[src/include/mux_pkg.sv]
// constants shared by the four-line serial multiplexer
package mux_pkg;
	// ---------------------------------------------------------------
	// clocking and sizes
	// ---------------------------------------------------------------
	localparam int CLK_HZ = 25_000_000;
	localparam int OVERSAMPLE = 16;
	localparam int LINES = 4;
	localparam int SILO_DEPTH = 64;
	localparam logic [4:0] ALARM_COUNT = 5'h10;
	localparam int ENTRY_W = 11;
	// line rate in tenths of a baud, indexed by the rate code
	localparam int BAUD_X10 [0:14] = '{500, 750, 1100, 1345, 1500, 3000,
		6000, 12000, 18000, 20000, 24000, 36000, 48000, 72000, 96000};
	localparam logic [3:0] RATE_UNUSED = 4'hf;
	// ---------------------------------------------------------------
	// register indexes on the host port
	// ---------------------------------------------------------------
	localparam logic [1:0] IDX_CONTROL = 2'h0;
	localparam logic [1:0] IDX_SILO = 2'h1;
	localparam logic [1:0] IDX_HOLD = 2'h2;
	localparam logic [1:0] IDX_LINE_EN = 2'h3;
	// ---------------------------------------------------------------
	// field positions
	// ---------------------------------------------------------------
	localparam int CF_RIE = 6;
	localparam int CF_RECEIVE_DONE_FLAG = 7;
	localparam int CF_SAE = 12;
	localparam int CF_SA = 13;
	localparam int CF_TIE = 14;
	localparam int CF_TRANSMITTER_READY_FLAG = 15;
	localparam int FS_LEN_LO = 3;
	localparam int FS_STOP = 5;
	localparam int FS_PAR_EN = 6;
	localparam int FS_PAR_ODD = 7;
	localparam int FS_RATE_LO = 8;
	localparam int FS_RX_EN = 12;
	localparam int SW_VALID = 15;
	localparam int SW_PERR = 12;
	localparam int VEC_TX_BIT = 2;
	localparam logic [15:0] FORMAT_RESET = 16'h0000;
	localparam logic [8:0] BASE_VECTOR = 9'h0c0;
	// ---------------------------------------------------------------
	// bit timing in oversample ticks
	// ---------------------------------------------------------------
	localparam logic [4:0] TICK_MID = 5'h07;
	localparam logic [4:0] TICK_LAST = 5'h0f;
	localparam logic [4:0] STOP_ONE_LAST = 5'h0f;
	localparam logic [4:0] STOP_1P5_LAST = 5'h17;
	localparam logic [4:0] STOP_TWO_LAST = 5'h1f;
endpackage

[src/hw/two_entry_buffer.sv]
// two-entry valid/ready buffer between the line receivers and the silo
`timescale 1ns/100ps
module two_entry_buffer #(
	parameter int W = mux_pkg::ENTRY_W
) (
	input wire logic clk_i,
	input wire logic sys_rst_i,
	input wire logic in_valid_i,
	output logic in_ready_o,
	input wire logic [W-1:0] in_data_i,
	output logic out_valid_o,
	input wire logic out_ready_i,
	output logic [W-1:0] out_data_o
);
	typedef struct packed {
		logic [1:0][W-1:0] mem;
		logic wp;
		logic rp;
		logic [1:0] cnt;
	} buf_state_t;
	buf_state_t r_reg, r_next;
	logic push, pop;

	assign in_ready_o = r_reg.cnt != 2'h2;
	assign out_valid_o = r_reg.cnt != 2'h0;
	assign out_data_o = r_reg.mem[r_reg.rp];
	assign push = in_valid_i && in_ready_o;
	assign pop = out_valid_o && out_ready_i;

	always_comb
	begin
		r_next = r_reg;
		if (push)
		begin
			r_next.mem[r_reg.wp] = in_data_i;
			r_next.wp = ~r_reg.wp;
		end
		if (pop)
			r_next.rp = ~r_reg.rp;
		r_next.cnt = r_reg.cnt + {1'b0, push} - {1'b0, pop};
	end

	always_ff @(posedge clk_i)
	begin
		if (sys_rst_i)
			r_reg <= '0;
		else
			r_reg <= r_next;
	end
endmodule // two_entry_buffer

[src/hw/rate_tick.sv]
// oversample tick divider for one line, rate chosen by a four-bit code
`timescale 1ns/100ps
module rate_tick #(
	parameter int CLK_HZ = mux_pkg::CLK_HZ
) (
	input wire logic clk_i,
	input wire logic sys_rst_i,
	input wire logic [3:0] code_i,
	output logic tick_o
);
	typedef struct packed {
		logic [15:0] cnt;
		logic tick;
	} tick_state_t;
	tick_state_t r_reg, r_next;
	logic [15:0] div_tab [0:14];

	genvar g;
	generate
		for (g = 0; g < 15; g++)
		begin : g_div
			localparam int DIV = CLK_HZ * 10 /
				(mux_pkg::OVERSAMPLE * mux_pkg::BAUD_X10[g]);
			assign div_tab[g] = 16'(DIV > 1 ? DIV - 1 : 0);
		end
	endgenerate

	assign tick_o = r_reg.tick;

	always_comb
	begin
		r_next = r_reg;
		r_next.tick = 1'b0;
		// the unused code gives no tick, so the line simply stalls
		if (code_i != mux_pkg::RATE_UNUSED)
		begin
			if (r_reg.cnt >= div_tab[code_i])
			begin
				r_next.cnt = 16'h0000;
				r_next.tick = 1'b1;
			end
			else
				r_next.cnt = r_reg.cnt + 16'h0001;
		end
	end

	always_ff @(posedge clk_i)
	begin
		if (sys_rst_i)
			r_reg <= '0;
		else
			r_reg <= r_next;
	end
endmodule // rate_tick

[src/hw/serial_mux.sv]
// four-line serial multiplexer: format, silo, scanner and interrupts
`timescale 1ns/100ps
// Behaviour
// - two adjacent vectors; the second drives data bit 2 high
// - receive vector goes out before transmit when both pend
// - receive request at base vector from receive-done or silo alarm
// - transmit request at base plus 4 from ready flag and its enable
// - format bits 11:8 pick one of fifteen line rates; 1111 unused
// - one rate per line, shared by its receiver and transmitter
// - receiver sampling runs only while format bit 12 is one
// - format bits 4:3 pick five to eight data bits
// - unused upper data bits of received characters read zero
// - bit 5 picks one or two stop units; 1.5 with five bits
// - format bit 6 adds parity on transmit and checks it on receive
// - format bit 7 picks parity sense, ignored when bit 6 is zero
// - parity made and checked in hardware, never in buffer data
// - silo word bit 12 flags a parity failure with its character
// - receive-done is set while the silo holds any character
// - with both receive enables clear no receive interrupt occurs
// - receive enable alone interrupts whenever a character waits
// - both enables set interrupt only on the silo alarm
// - alarm sets after sixteen entries since the last silo read
// - any silo read clears the alarm and its entry count
// - ready flag only when a character can be taken; irq if enabled
// - a silo read returns the bottom entry and removes it
// - scanner serves the highest-numbered enabled line first
module serial_mux #(
	parameter int CLK_HZ = mux_pkg::CLK_HZ,
	parameter logic [8:0] BASE_VECTOR = mux_pkg::BASE_VECTOR
) (
	input wire logic clk_i,
	input wire logic sys_rst_i,
	input wire logic [1:0] host_idx_i,
	input wire logic host_wr_i,
	input wire logic host_rd_i,
	input wire logic [15:0] host_wdata_i,
	output logic [15:0] host_rdata_o,
	output logic irq_req_o,
	input wire logic irq_ack_i,
	output logic [8:0] irq_vector_o,
	input wire logic [3:0] rx_line_i,
	output logic [3:0] tx_line_o
);
	// ---------------------------------------------------------------
	// types and state
	// ---------------------------------------------------------------
	typedef enum logic [2:0] {RX_IDLE, RX_START, RX_DATA, RX_PAR, RX_STOP}
		rx_state_t;
	typedef enum logic [2:0] {TX_IDLE, TX_START, TX_DATA, TX_PAR, TX_STOP}
		tx_state_t;
	typedef struct packed {
		logic [3:0][15:0] fmt;
		logic [3:0] line_en;
		logic receive_irq_enable;
		logic alarm_irq_enable;
		logic transmit_irq_enable;
		logic sa;
		logic [4:0] alarm_cnt;
		logic transmitter_ready_flag;
		logic [1:0] svc;
		logic [3:0][7:0] hold;
		logic [3:0] hold_full;
		tx_state_t [3:0] tx_st;
		logic [3:0][4:0] tx_cnt;
		logic [3:0][2:0] tx_bit;
		logic [3:0][7:0] tx_sh;
		logic [3:0] tx_out;
		rx_state_t [3:0] rx_st;
		logic [3:0][4:0] rx_cnt;
		logic [3:0][2:0] rx_bit;
		logic [3:0][7:0] rx_sh;
		logic [3:0] rx_perr;
		logic [3:0] rxq_v;
		logic [3:0][8:0] rxq;
		logic [5:0] wp;
		logic [5:0] rp;
		logic [6:0] fill;
		logic [15:0] rdata;
		logic [8:0] vec;
	} mux_state_t;
	mux_state_t r_reg, r_next;
	logic [mux_pkg::ENTRY_W-1:0] silo_mem [mux_pkg::SILO_DEPTH];
	logic [3:0] tick;
	logic buf_in_ready, buf_out_valid, silo_push;
	logic [mux_pkg::ENTRY_W-1:0] buf_in_data, buf_out_data;
	logic [1:0] rx_sel;
	logic receive_done_flag, rx_irq, tx_irq;

	// highest set line wins; shared by the scanner and receive arbiter
	function automatic logic [1:0] top_line(input logic [3:0] v);
		logic [1:0] t;
		t = 2'h0;
		for (int k = 0; k < 4; k++)
			if (v[k])
				t = 2'(k);
		return t;
	endfunction

	// ---------------------------------------------------------------
	// per-line rate dividers
	// ---------------------------------------------------------------
	genvar g;
	generate
		for (g = 0; g < mux_pkg::LINES; g++)
		begin : g_line
			// one divider per line drives both directions
			rate_tick #(.CLK_HZ(CLK_HZ)) u_rate (
				.clk_i(clk_i),
				.sys_rst_i(sys_rst_i),
				.code_i(r_reg.fmt[g][mux_pkg::FS_RATE_LO +: 4]),
				.tick_o(tick[g])
			);
		end
	endgenerate

	// ---------------------------------------------------------------
	// receive path: lines to buffer to silo
	// ---------------------------------------------------------------
	assign rx_sel = top_line(r_reg.rxq_v);
	assign buf_in_data = {rx_sel, r_reg.rxq[rx_sel]};
	assign silo_push = buf_out_valid &&
		(r_reg.fill != 7'(mux_pkg::SILO_DEPTH));

	two_entry_buffer #(.W(mux_pkg::ENTRY_W)) u_buf (
		.clk_i(clk_i),
		.sys_rst_i(sys_rst_i),
		.in_valid_i(|r_reg.rxq_v),
		.in_ready_o(buf_in_ready),
		.in_data_i(buf_in_data),
		.out_valid_o(buf_out_valid),
		.out_ready_i(silo_push),
		.out_data_o(buf_out_data)
	);

	assign receive_done_flag = r_reg.fill != 7'h00;
	// alarm mode masks per-character requests
	assign rx_irq = r_reg.receive_irq_enable && (r_reg.alarm_irq_enable ? r_reg.sa : receive_done_flag);
	assign tx_irq = r_reg.transmit_irq_enable && r_reg.transmitter_ready_flag;
	assign irq_req_o = rx_irq || tx_irq;
	assign host_rdata_o = r_reg.rdata;
	assign irq_vector_o = r_reg.vec;
	assign tx_line_o = r_reg.tx_out;

	// ---------------------------------------------------------------
	// next state
	// ---------------------------------------------------------------
	always_comb
	begin
		logic [15:0] f;
		logic [2:0] last_bit;
		logic [4:0] stop_last;
		logic [7:0] mask;
		logic rd_silo;
		logic [3:0] need;
		f = '0;
		last_bit = '0;
		stop_last = '0;
		mask = '0;
		need = '0;
		r_next = r_reg;
		rd_silo = host_rd_i && host_idx_i == mux_pkg::IDX_SILO;
		// a taken word frees its line; a new one below may refill it
		if (buf_in_ready && |r_reg.rxq_v)
			r_next.rxq_v[rx_sel] = 1'b0;
		for (int i = 0; i < mux_pkg::LINES; i++)
		begin
			f = r_reg.fmt[i];
			last_bit = {1'b0, f[mux_pkg::FS_LEN_LO +: 2]} + 3'h4;
			mask = 8'hff >> (2'h3 - f[mux_pkg::FS_LEN_LO +: 2]);
			if (!f[mux_pkg::FS_STOP])
				stop_last = mux_pkg::STOP_ONE_LAST;
			else if (f[mux_pkg::FS_LEN_LO +: 2] == 2'h0)
				stop_last = mux_pkg::STOP_1P5_LAST;
			else
				stop_last = mux_pkg::STOP_TWO_LAST;
			// receiver: idle when its enable is clear
			if (!f[mux_pkg::FS_RX_EN])
				r_next.rx_st[i] = RX_IDLE;
			else if (tick[i])
			begin
				r_next.rx_cnt[i] = r_reg.rx_cnt[i] + 5'h01;
				unique case (r_reg.rx_st[i])
					RX_IDLE:
						if (!rx_line_i[i])
						begin
							r_next.rx_st[i] = RX_START;
							r_next.rx_cnt[i] = 5'h00;
						end
					RX_START:
						if (r_reg.rx_cnt[i] == mux_pkg::TICK_MID)
						begin
							r_next.rx_st[i] = rx_line_i[i] ? RX_IDLE : RX_DATA;
							r_next.rx_cnt[i] = 5'h00;
							r_next.rx_bit[i] = 3'h0;
							r_next.rx_sh[i] = 8'h00;
							r_next.rx_perr[i] = 1'b0;
						end
					RX_DATA:
						if (r_reg.rx_cnt[i] == mux_pkg::TICK_LAST)
						begin
							r_next.rx_cnt[i] = 5'h00;
							r_next.rx_sh[i][r_reg.rx_bit[i]] = rx_line_i[i];
							r_next.rx_bit[i] = r_reg.rx_bit[i] + 3'h1;
							if (r_reg.rx_bit[i] == last_bit)
								r_next.rx_st[i] = f[mux_pkg::FS_PAR_EN] ?
									RX_PAR : RX_STOP;
						end
					RX_PAR:
						if (r_reg.rx_cnt[i] == mux_pkg::TICK_LAST)
						begin
							r_next.rx_cnt[i] = 5'h00;
							// parity bit checked here and then dropped
							r_next.rx_perr[i] = ^r_reg.rx_sh[i] ^ rx_line_i[i] ^
								f[mux_pkg::FS_PAR_ODD];
							r_next.rx_st[i] = RX_STOP;
						end
					RX_STOP:
						if (r_reg.rx_cnt[i] == mux_pkg::TICK_LAST)
						begin
							r_next.rx_st[i] = RX_IDLE;
							r_next.rxq_v[i] = 1'b1;
							r_next.rxq[i] = {r_reg.rx_perr[i], r_reg.rx_sh[i]};
						end
					default:
						r_next.rx_st[i] = RX_IDLE;
				endcase
			end
			// transmitter
			if (tick[i])
			begin
				r_next.tx_cnt[i] = r_reg.tx_cnt[i] + 5'h01;
				unique case (r_reg.tx_st[i])
					TX_IDLE:
						if (r_reg.hold_full[i])
						begin
							r_next.tx_sh[i] = r_reg.hold[i] & mask;
							r_next.hold_full[i] = 1'b0;
							r_next.tx_st[i] = TX_START;
							r_next.tx_cnt[i] = 5'h00;
						end
					TX_START:
						if (r_reg.tx_cnt[i] == mux_pkg::TICK_LAST)
						begin
							r_next.tx_st[i] = TX_DATA;
							r_next.tx_cnt[i] = 5'h00;
							r_next.tx_bit[i] = 3'h0;
						end
					TX_DATA:
						if (r_reg.tx_cnt[i] == mux_pkg::TICK_LAST)
						begin
							r_next.tx_cnt[i] = 5'h00;
							r_next.tx_bit[i] = r_reg.tx_bit[i] + 3'h1;
							if (r_reg.tx_bit[i] == last_bit)
								r_next.tx_st[i] = f[mux_pkg::FS_PAR_EN] ?
									TX_PAR : TX_STOP;
						end
					TX_PAR:
						if (r_reg.tx_cnt[i] == mux_pkg::TICK_LAST)
						begin
							r_next.tx_cnt[i] = 5'h00;
							r_next.tx_st[i] = TX_STOP;
						end
					TX_STOP:
						if (r_reg.tx_cnt[i] == stop_last)
							r_next.tx_st[i] = TX_IDLE;
					default:
						r_next.tx_st[i] = TX_IDLE;
				endcase
			end
			unique case (r_next.tx_st[i])
				TX_START: r_next.tx_out[i] = 1'b0;
				TX_DATA: r_next.tx_out[i] = r_next.tx_sh[i][r_next.tx_bit[i]];
				TX_PAR: r_next.tx_out[i] = ^r_next.tx_sh[i] ^
					f[mux_pkg::FS_PAR_ODD];
				default: r_next.tx_out[i] = 1'b1;
			endcase
		end
		// scanner: offers one line whose holding register is empty
		need = r_reg.line_en & ~r_reg.hold_full;
		if (r_reg.transmitter_ready_flag && !r_reg.line_en[r_reg.svc])
			r_next.transmitter_ready_flag = 1'b0;
		else if (!r_reg.transmitter_ready_flag && |need)
		begin
			r_next.transmitter_ready_flag = 1'b1;
			r_next.svc = top_line(need);
		end
		// host writes
		if (host_wr_i)
		begin
			unique case (host_idx_i)
				mux_pkg::IDX_CONTROL:
				begin
					r_next.receive_irq_enable = host_wdata_i[mux_pkg::CF_RIE];
					r_next.alarm_irq_enable = host_wdata_i[mux_pkg::CF_SAE];
					r_next.transmit_irq_enable = host_wdata_i[mux_pkg::CF_TIE];
				end
				mux_pkg::IDX_SILO:
					r_next.fmt[host_wdata_i[1:0]] = host_wdata_i;
				mux_pkg::IDX_HOLD:
					if (r_reg.transmitter_ready_flag)
					begin
						r_next.hold[r_reg.svc] = host_wdata_i[7:0];
						r_next.hold_full[r_reg.svc] = 1'b1;
						r_next.transmitter_ready_flag = 1'b0;
					end
				mux_pkg::IDX_LINE_EN:
					r_next.line_en = host_wdata_i[3:0];
			endcase
		end
		// host reads
		r_next.rdata = 16'h0000;
		if (host_rd_i)
		begin
			unique case (host_idx_i)
				mux_pkg::IDX_CONTROL:
				begin
					r_next.rdata[mux_pkg::CF_RIE] = r_reg.receive_irq_enable;
					r_next.rdata[mux_pkg::CF_RECEIVE_DONE_FLAG] = receive_done_flag;
					r_next.rdata[9:8] = r_reg.svc;
					r_next.rdata[mux_pkg::CF_SAE] = r_reg.alarm_irq_enable;
					r_next.rdata[mux_pkg::CF_SA] = r_reg.sa;
					r_next.rdata[mux_pkg::CF_TIE] = r_reg.transmit_irq_enable;
					r_next.rdata[mux_pkg::CF_TRANSMITTER_READY_FLAG] = r_reg.transmitter_ready_flag;
				end
				mux_pkg::IDX_SILO:
					if (receive_done_flag)
					begin
						r_next.rdata[mux_pkg::SW_VALID] = 1'b1;
						r_next.rdata[mux_pkg::SW_PERR] = silo_mem[r_reg.rp][8];
						r_next.rdata[9:8] = silo_mem[r_reg.rp][10:9];
						r_next.rdata[7:0] = silo_mem[r_reg.rp][7:0];
						r_next.rp = r_reg.rp + 6'h01;
					end
				mux_pkg::IDX_LINE_EN:
					r_next.rdata[3:0] = r_reg.line_en;
				default:
					r_next.rdata = 16'h0000;
			endcase
		end
		if (rd_silo)
		begin
			r_next.alarm_cnt = 5'h00;
			r_next.sa = 1'b0;
		end
		// an entry arriving with the access still counts, so the count restarts at one
		if (silo_push)
		begin
			r_next.wp = r_reg.wp + 6'h01;
			if (r_next.alarm_cnt != mux_pkg::ALARM_COUNT)
				r_next.alarm_cnt = r_next.alarm_cnt + 5'h01;
			if (r_next.alarm_cnt == mux_pkg::ALARM_COUNT)
				r_next.sa = 1'b1;
		end
		r_next.fill = r_reg.fill + {6'h00, silo_push} -
			{6'h00, rd_silo && receive_done_flag};
		// vector presented on acknowledge; receive goes first
		if (irq_ack_i)
		begin
			r_next.vec = BASE_VECTOR;
			if (!rx_irq)
				r_next.vec[mux_pkg::VEC_TX_BIT] = 1'b1;
		end
	end

	// ---------------------------------------------------------------
	// registers
	// ---------------------------------------------------------------
	always_ff @(posedge clk_i)
	begin
		if (sys_rst_i)
		begin
			r_reg <= '0;
			r_reg.tx_out <= 4'hf;
		end
		else
			r_reg <= r_next;
	end

	// silo storage has no reset; fill count guards it
	always_ff @(posedge clk_i)
	begin
		if (silo_push)
			silo_mem[r_reg.wp] <= buf_out_data;
	end
endmodule // serial_mux

[config.mk]
export PLATFORM = sky130hd
export DESIGN_NAME = serial_mux
export DESIGN_NICKNAME = d
export VERILOG_FILES = /design/src/include/mux_pkg.sv /design/src/hw/two_entry_buffer.sv /design/src/hw/rate_tick.sv /design/src/hw/serial_mux.sv
export SDC_FILE = /design/constraint.sdc
export NUM_CORES = 2
export LEC_CHECK = 0
export BUFFER_PORTS_ARGS = -buffer_cell sky130_fd_sc_hd__buf_4
export CORE_ASPECT_RATIO = 0.7
export CORE_MARGIN = 2
export CORE_UTILIZATION = 31
export DETAILED_ROUTE_END_ITERATION = 6
export PLACE_DENSITY_LB_ADDON = 0.08
export SLEW_MARGIN = 20
export SYNTH_ARGS = -nofsm -noshare
export SYNTH_HDL_FRONTEND = slang
export SYNTH_SLANG_ARGS = --single-unit
[constraint.sdc]
create_clock -name clk_i -period 4.3 [get_ports clk_i]
set_input_delay 1.075 -clock clk_i [delete_from_list [all_inputs] [get_ports clk_i]]
set_output_delay 1.075 -clock clk_i [all_outputs]
set_load 0.02 [all_outputs]
Word-level counts from Yosys, hierarchy flattened. Memory sizes are Yosys's and may differ from the RTL's. A register that Yosys moved wholly into a read port is not among the register bits. Cells that the tools add are included.

Bits in registers: 447. Memory bits (writable): 704. Bits in read-only memories: 1024. Bits of input ports: 27. Logic and storage cells: 678. Memories kept: 5.

Memories: silo_mem (depth 64, bits a word 11, rd ports 1, clocked after memory_dff 1, write ports 1, line serial_mux.sv:82) `logic [mux_pkg::ENTRY_W-1:0] silo_mem [mux_pkg::SILO_DEPTH];`; (no name shown) (depth 16, bits a word 16, rd ports 1, clocked after memory_dff 0, write ports 0, line rate_tick.sv:37) `if (r_reg.cnt >= div_tab[code_i])`; (no name shown) (depth 16, bits a word 16, rd ports 1, clocked after memory_dff 0, write ports 0, line rate_tick.sv:37); (no name shown) (depth 16, bits a word 16, rd ports 1, clocked after memory_dff 0, write ports 0, line rate_tick.sv:37); (no name shown) (depth 16, bits a word 16, rd ports 1, clocked after memory_dff 0, write ports 0, line rate_tick.sv:37).

$add $sub $neg: 35. $lt $le $gt $ge: 29. Equality and inequality tests: 103. Shift operators: 4. Muxes and demuxes: 284. Bitwise operators: 40. Reduce and logical (&&, ||, !) cells: 98.

Operator list (number): 3-bit 2-to-1 mux (77); 16-bit 2-to-1 mux (13); 8-bit 2-to-1 mux (21); 5-bit 2-to-1 mux (26); 3-bit one-hot mux with 5 select lines (8); 3-bit by 2-bit equality test with 1-bit output (second input constant) (24); 16-bit by 1-bit adder with 16-bit output (second input constant) (4); 64-bit bitwise mux (1); 16-bit greater-or-equal comparator (4); 8-bit one-hot mux with 2 select lines (4); 8-bit parity (8); 1-bit 2-to-1 mux (60); 5-bit one-hot mux with 3 select lines (4); 2-bit != test (second input constant) (25); 3-bit one-hot mux with 2 select lines (8); 5-bit by 1-bit adder with 5-bit output (second input constant) (9); 5-bit by 4-bit equality test with 1-bit output (second input constant) (8); 5-bit one-hot mux with 2 select lines (4); 5-bit AND reduction (8); 3-bit by 1-bit equality test with 1-bit output (second input constant) (12); 11-bit 2-to-1 mux (3); 8-bit bitwise AND (4); 32-bit bitwise mux (1); 8-bit bitwise mux (4); other kinds (63) (253).

Depth between registers and ports, before layout.
Depth in word-level cells: 14. Depth in mapped cells: 17. Gate-level depth less buffers: 17.

By module. A second synthesis with hierarchy kept.

Cell total of the unflattened synthesis: 4018. Area, all modules: 51460.6 um^2.

Modules (own cells, without submodules): serial_mux (instances 1, cells each 3156, area each 44084.8 um^2); rate_tick (instances 4, cells each 186, area each 1527.7 um^2); two_entry_buffer (instances 1, cells each 118, area each 1265.0 um^2).

Worst setup path before layout. OpenSTA, ideal clock, no wires.

Kind: input-to-reg. Start: input port host_idx_i[0]. End: register r_reg[31] (netlist bit). Arrival: 3689 ps. Path slack: 479 ps. Cell stages on the path: 16. Path buffers: 1. Cell sequence: clkbuf_1 > nor2b_1 > nand2_1 > nor2_1 > ha_1 > inv_1 > ha_1 > inv_1 > fa_1 > inv_1 > a21oi_1 > nor2_1 > o21ai_0 > a21oi_1 > or3_1 > a21oi_1.

Cells in the longest elaborated chain, start to end: 4.

RTL lines: start, declared (line serial_mux.sv:33) `input wire logic [1:0] host_idx_i,`; 2-bit by 1-bit equality test with 1-bit output (line serial_mux.sv:161) `rd_silo = host_rd_i && host_idx_i == mux_pkg::IDX_SILO;`; 1-bit logical AND (line serial_mux.sv:161); 1-bit logical AND (line serial_mux.sv:355) `{6'h00, rd_silo && receive_done_flag};`; 7-bit by 1-bit subtractor with 7-bit output (line serial_mux.sv:354) `r_next.fill = r_reg.fill + {6'h00, silo_push} -`; end signal, assigned (line serial_mux.sv:376) `r_reg <= r_next;`; end, declared (line serial_mux.sv:81) `mux_state_t r_reg, r_next;`.

No other way between the ends. A chain may end at the register's enable or synchronous reset.

Worst setup path in the final report.
Start: register r_reg[304] (netlist bit). End: register g_line[0].u_rate.r_reg[7] (netlist bit).

Cells in the longest elaborated chain, start to end: 6.

RTL lines: 4-bit NOT with 5-bit output (implied by the code) (line rate_tick.sv:37); memory 16 x 16 bit; 16-bit 2-to-1 mux (implied by the code) (2 in series) (line rate_tick.sv:37); 16-bit greater-or-equal comparator (line rate_tick.sv:37); 16-bit 2-to-1 mux (line rate_tick.sv:37); end signal, assigned (line rate_tick.sv:52) `r_reg <= r_next;`; end, declared (line rate_tick.sv:15) `tick_state_t r_reg, r_next;`.

Several ways; a longest one is shown, not always the timed one. The select of a mux whose other input is x is not followed.

==> run summary <==
==========================================================================================
Global-route wire length before repair ...................................... 206,300 microns
Class of the tightest hold or removal check ................................. flip-flop to flip-flop
Most frequent cells in the layout ........................................... edfxtp_1, nor2_1, dfxtp_1, a21oi_1, mux4_2
Launching point of the worst reg2reg path ................................... r_reg[304]$_SDFFE_PP0P_
Std-Cell Core Area .......................................................... 0.1632 sq mm
Syn avg cell area ...........................................................  12.91 sq um
Placed Instance Area ........................................................ 0.05415 sq mm
Deepest level of the CTS H-tree .............................................            4
Number of buffers added for setup after CTS .................................            0
Number of flip-flops under the largest register name ........................          704
Combinational share of power ................................................        0.084
Tcrit/Tclk final ............................................................       0.8169
F_max .......................................................................    284.7 MHz
CP max stage cell ...........................................................      dfxtp_1
Min-Delay Startpoint ........................................................ r_reg[80]$_SDFF_PP0_
Number of enable-type register cells in the synthesized netlist .............          704
Total placed cells including tap cells ......................................        6,091
Cell at the root of the clock tree ..........................................    clkbuf_16
Instance count along the most critical hold path ............................            2
Count of final hold-check violations ........................................            0
Effective utilization at floorplan ..........................................       0.3121
Cell area after technology mapping .......................................... 0.05094 sq mm
Internal portion of total power .............................................     19.21 mW
Leftover overflow at the end of global routing ..............................            0
Worst setup slack for register-to-register paths ............................      0.79 ns
Post-synthesis register bit count ...........................................        1,131
Total Routing Usage GR ......................................................       0.1646
Clock edge transition at the registers on the reported setup and hold paths .      0.06 ns
Part of the Yosys area used for sequential elements .........................       0.5828
Sequential group share of total power .......................................        0.468
Chip width .................................................................. 488.5 microns
# rows ......................................................................          124
Number of iterations in the first detailed-routing pass .....................            5
Clock tree from TritonCTS ...................................................         done
Arrival @ worst endpoint ....................................................      4.20 ns
Vias in the first global route ..............................................       30,370
Total detailed-routing wirelength ........................................... 138,500 microns
Share of final-layout standard cells stronger than drive strength 1 .........       0.1614
Data required, critical path ................................................      4.99 ns
Fin util ....................................................................       0.3586
Pin count of the biggest net entering global routing ........................          119
Number of top-level pins ....................................................           57
Smallest setup slack after layout ...........................................    0.7875 ns
CP Class .................................................................... flip-flop to flip-flop
# port buffers ..............................................................           46
Antenna Violating Nets Remaining ............................................            0
Layout Nets .................................................................        4,186
Lkg Pwr .....................................................................     19.76 nW
Series of cell instances along the critical path ............................ inv_1 -> ha_1 -> nor2b_1 -> a21oi_1 -> nand2_1 -> o21ai_0 -> ha_1 -> nand2b_1 -> a21o_1 -> a21o_1 -> a211oi_1 -> o211ai_1 -> a21o_1 -> a22oi_1
Crit path time final ........................................................     3.512 ns
Initial drt markers .........................................................        2,510
Final Instance Area ......................................................... 0.05853 sq mm
DRC violation count after routing ...........................................            0
Total of warnings raised by yosys ...........................................            0
Delay of the slowest cell on the worst path .................................      0.60 ns
Routability congestion estimate .............................................       0.7917
Worst hold margin ...........................................................    0.4771 ns
Async set or reset register ratio after synthesis ...........................            0
Min-Delay Endpoint .......................................................... r_reg[80]$_SDFF_PP0_
Unrepaired setup endpoints after global routing .............................           no
Floorplan die area .......................................................... 0.1676 sq mm
# Max-Cap Violations ........................................................            0
Worst Max-Slew Pin Slew .....................................................     1.056 ns
Post-Place Worst Slack ......................................................    0.5186 ns
Routed vias/inst ............................................................        4.967
Area Growth Syn to Fin ......................................................       14.89%
Detailed-route via count ....................................................       31,460
Total of endpoints with negative setup slack in the final report ............            0
Half-perimeter wire length after detailed placement ......................... 90,800 microns
Power per Cell Area ......................................................... 431.2 mW/mm^2
Total design power ..........................................................     25.23 mW
Most used DFF post-synth ....................................................     edfxtp_1
Hold-fix buffers at CTS .....................................................            0
Startpoint Class ............................................................    flip-flop
Number of gates resized after cts ...........................................            0
R2R Path End ................................................................ g_line[0].u_rate.r_reg[7]$_SDFFE_PP0N_
Number of clock sinks .......................................................        1,131
Dominant cell type by count on the critical path ............................       a21o_1
Switching part of the total .................................................       0.2388
IR Drop Worst-Case VDD ......................................................    0.4257 mV
Clock Latency Late Sink .....................................................      0.77 ns
Most common cell after layout, fill and taps aside ..........................     edfxtp_1
Cell Count, Final, Fillers Out ..............................................        6,334
Result of the run ...........................................................    completed
Initial antenna violation count .............................................            9
Final count of pins violating max slew ......................................            0
Maximum buffer depth of the clock tree ......................................            3
Synth cell types ............................................................           77
Routed len/inst ............................................................. 21.86 microns
Number of buffers added by the clock tree synthesis step ....................          131
Chip height ................................................................. 343.2 microns
Register-to-Register Path Depth .............................................           14
Normalized max-slew margin ..................................................       0.2938
Maximum fanout along the worst path .........................................           16
Sum of negative setup slack .................................................         0 ns
Worst setup skew after layout ...............................................   0.02316 ns
Gate count of the mapped netlist ............................................        3,945
Clock group share of total power ............................................        0.448
Crit. End Element ...........................................................    flip-flop
Net switching component of the power ........................................     6.026 mW
==========================================================================================
## synthesized netlist by cell type (all sizes together), types with 24 or more instances
library cell  count  area share
dfxtp           427        0.17
nand4            38      0.0047
a21oi           244       0.024
nor3             39      0.0038
and2             25      0.0031
a211oi           71       0.010
buf              81      0.0090
o21ai           105       0.010
nand3            78      0.0077
mux2i           171       0.034
edfxtp          704        0.41
xor2             73       0.013
nor2b            45      0.0055
xnor2           126       0.022
mux4            230        0.10
and3             24      0.0029
nor2            485       0.036
inv              84      0.0062
clkbuf          165       0.012
nand2           198       0.015
nand2b           30      0.0037
ha              139       0.034
mux2             32      0.0071
## power groups by stage
stage | sequential, mW | clock (mW) | combinational, mW
finish | 11.8 | 11.3 | 2.12
global route | 11.8 | 12.1 | 2.34
CTS | 11.8 | 11.7 | 2.15
detailed placement | 12.0 | 0 | 2.14
global placement | 12.0 | 0 | 2.15
floorplan | 11.9 | 0 | 1.47
## worst max-delay path, delay by kind of cell, from the launching register on
kind / cells / cell delay [ns]
DFF: 1 / 0.60
adders and majority gates: 2 / 0.60
buffers and inverters: 1 / 0.18
and+or+nand+nor: 3 / 0.35
AOI/OAI and AO/OA: 8 / 1.70
## metal layers
metal  track usage  part of all wire
met1        0.2687              0.54
met2        0.2157              0.39
met3       0.03154             0.048
met4       0.04289             0.019
met5             0          0.000072
## how the worst max path moves through the flow
stage	startpoint	endpoint	depth (start not counted)
finish	r_reg[304]$_SDFFE_PP0P_	g_line[0].u_rate.r_reg[7]$_SDFFE_PP0N_	14
global route	r_reg[304]$_SDFFE_PP0P_	g_line[0].u_rate.r_reg[10]$_SDFFE_PP0N_	14
CTS	r_reg[304]$_SDFFE_PP0P_	g_line[0].u_rate.r_reg[7]$_SDFFE_PP0N_	14
detailed placement	host_idx_i[0]	r_reg[31]$_SDFF_PP0_	16
global placement	host_idx_i[0]	r_reg[31]$_SDFF_PP0_	16
floorplan	host_idx_i[0]	r_reg[31]$_SDFF_PP0_	16
## area by class of cell
cell class / count / area (sq um)
repair buffers: 180 / 1459
well taps: 2205 / 2759
clock buffers: 188 / 3865
multi-input cells: 2491 / 19920
inverters: 84 / 315.3
fillers: 15860 / 104700
flip-flops and latches: 1131 / 29700
diodes: 8 / 20.02
clock inverters: 47 / 488.0
## kinds of logic (layout without fill, tap and decap cells)
group / after synthesis / in the layout / synth area share
adders and majority gates: 140 / 140 / 0.03453
xor gates and xnor gates: 203 / 203 / 0.03598
buffers and inverters: 330 / 499 / 0.02734
other: 1 / 16 / 0.00007361
and+or+nand+nor: 1077 / 1077 / 0.09940
AOI/OAI and AO/OA: 630 / 630 / 0.07752
muxes: 433 / 433 / 0.1424
DFF: 1131 / 1131 / 0.5828
Power figures use the tool's default switching activity.
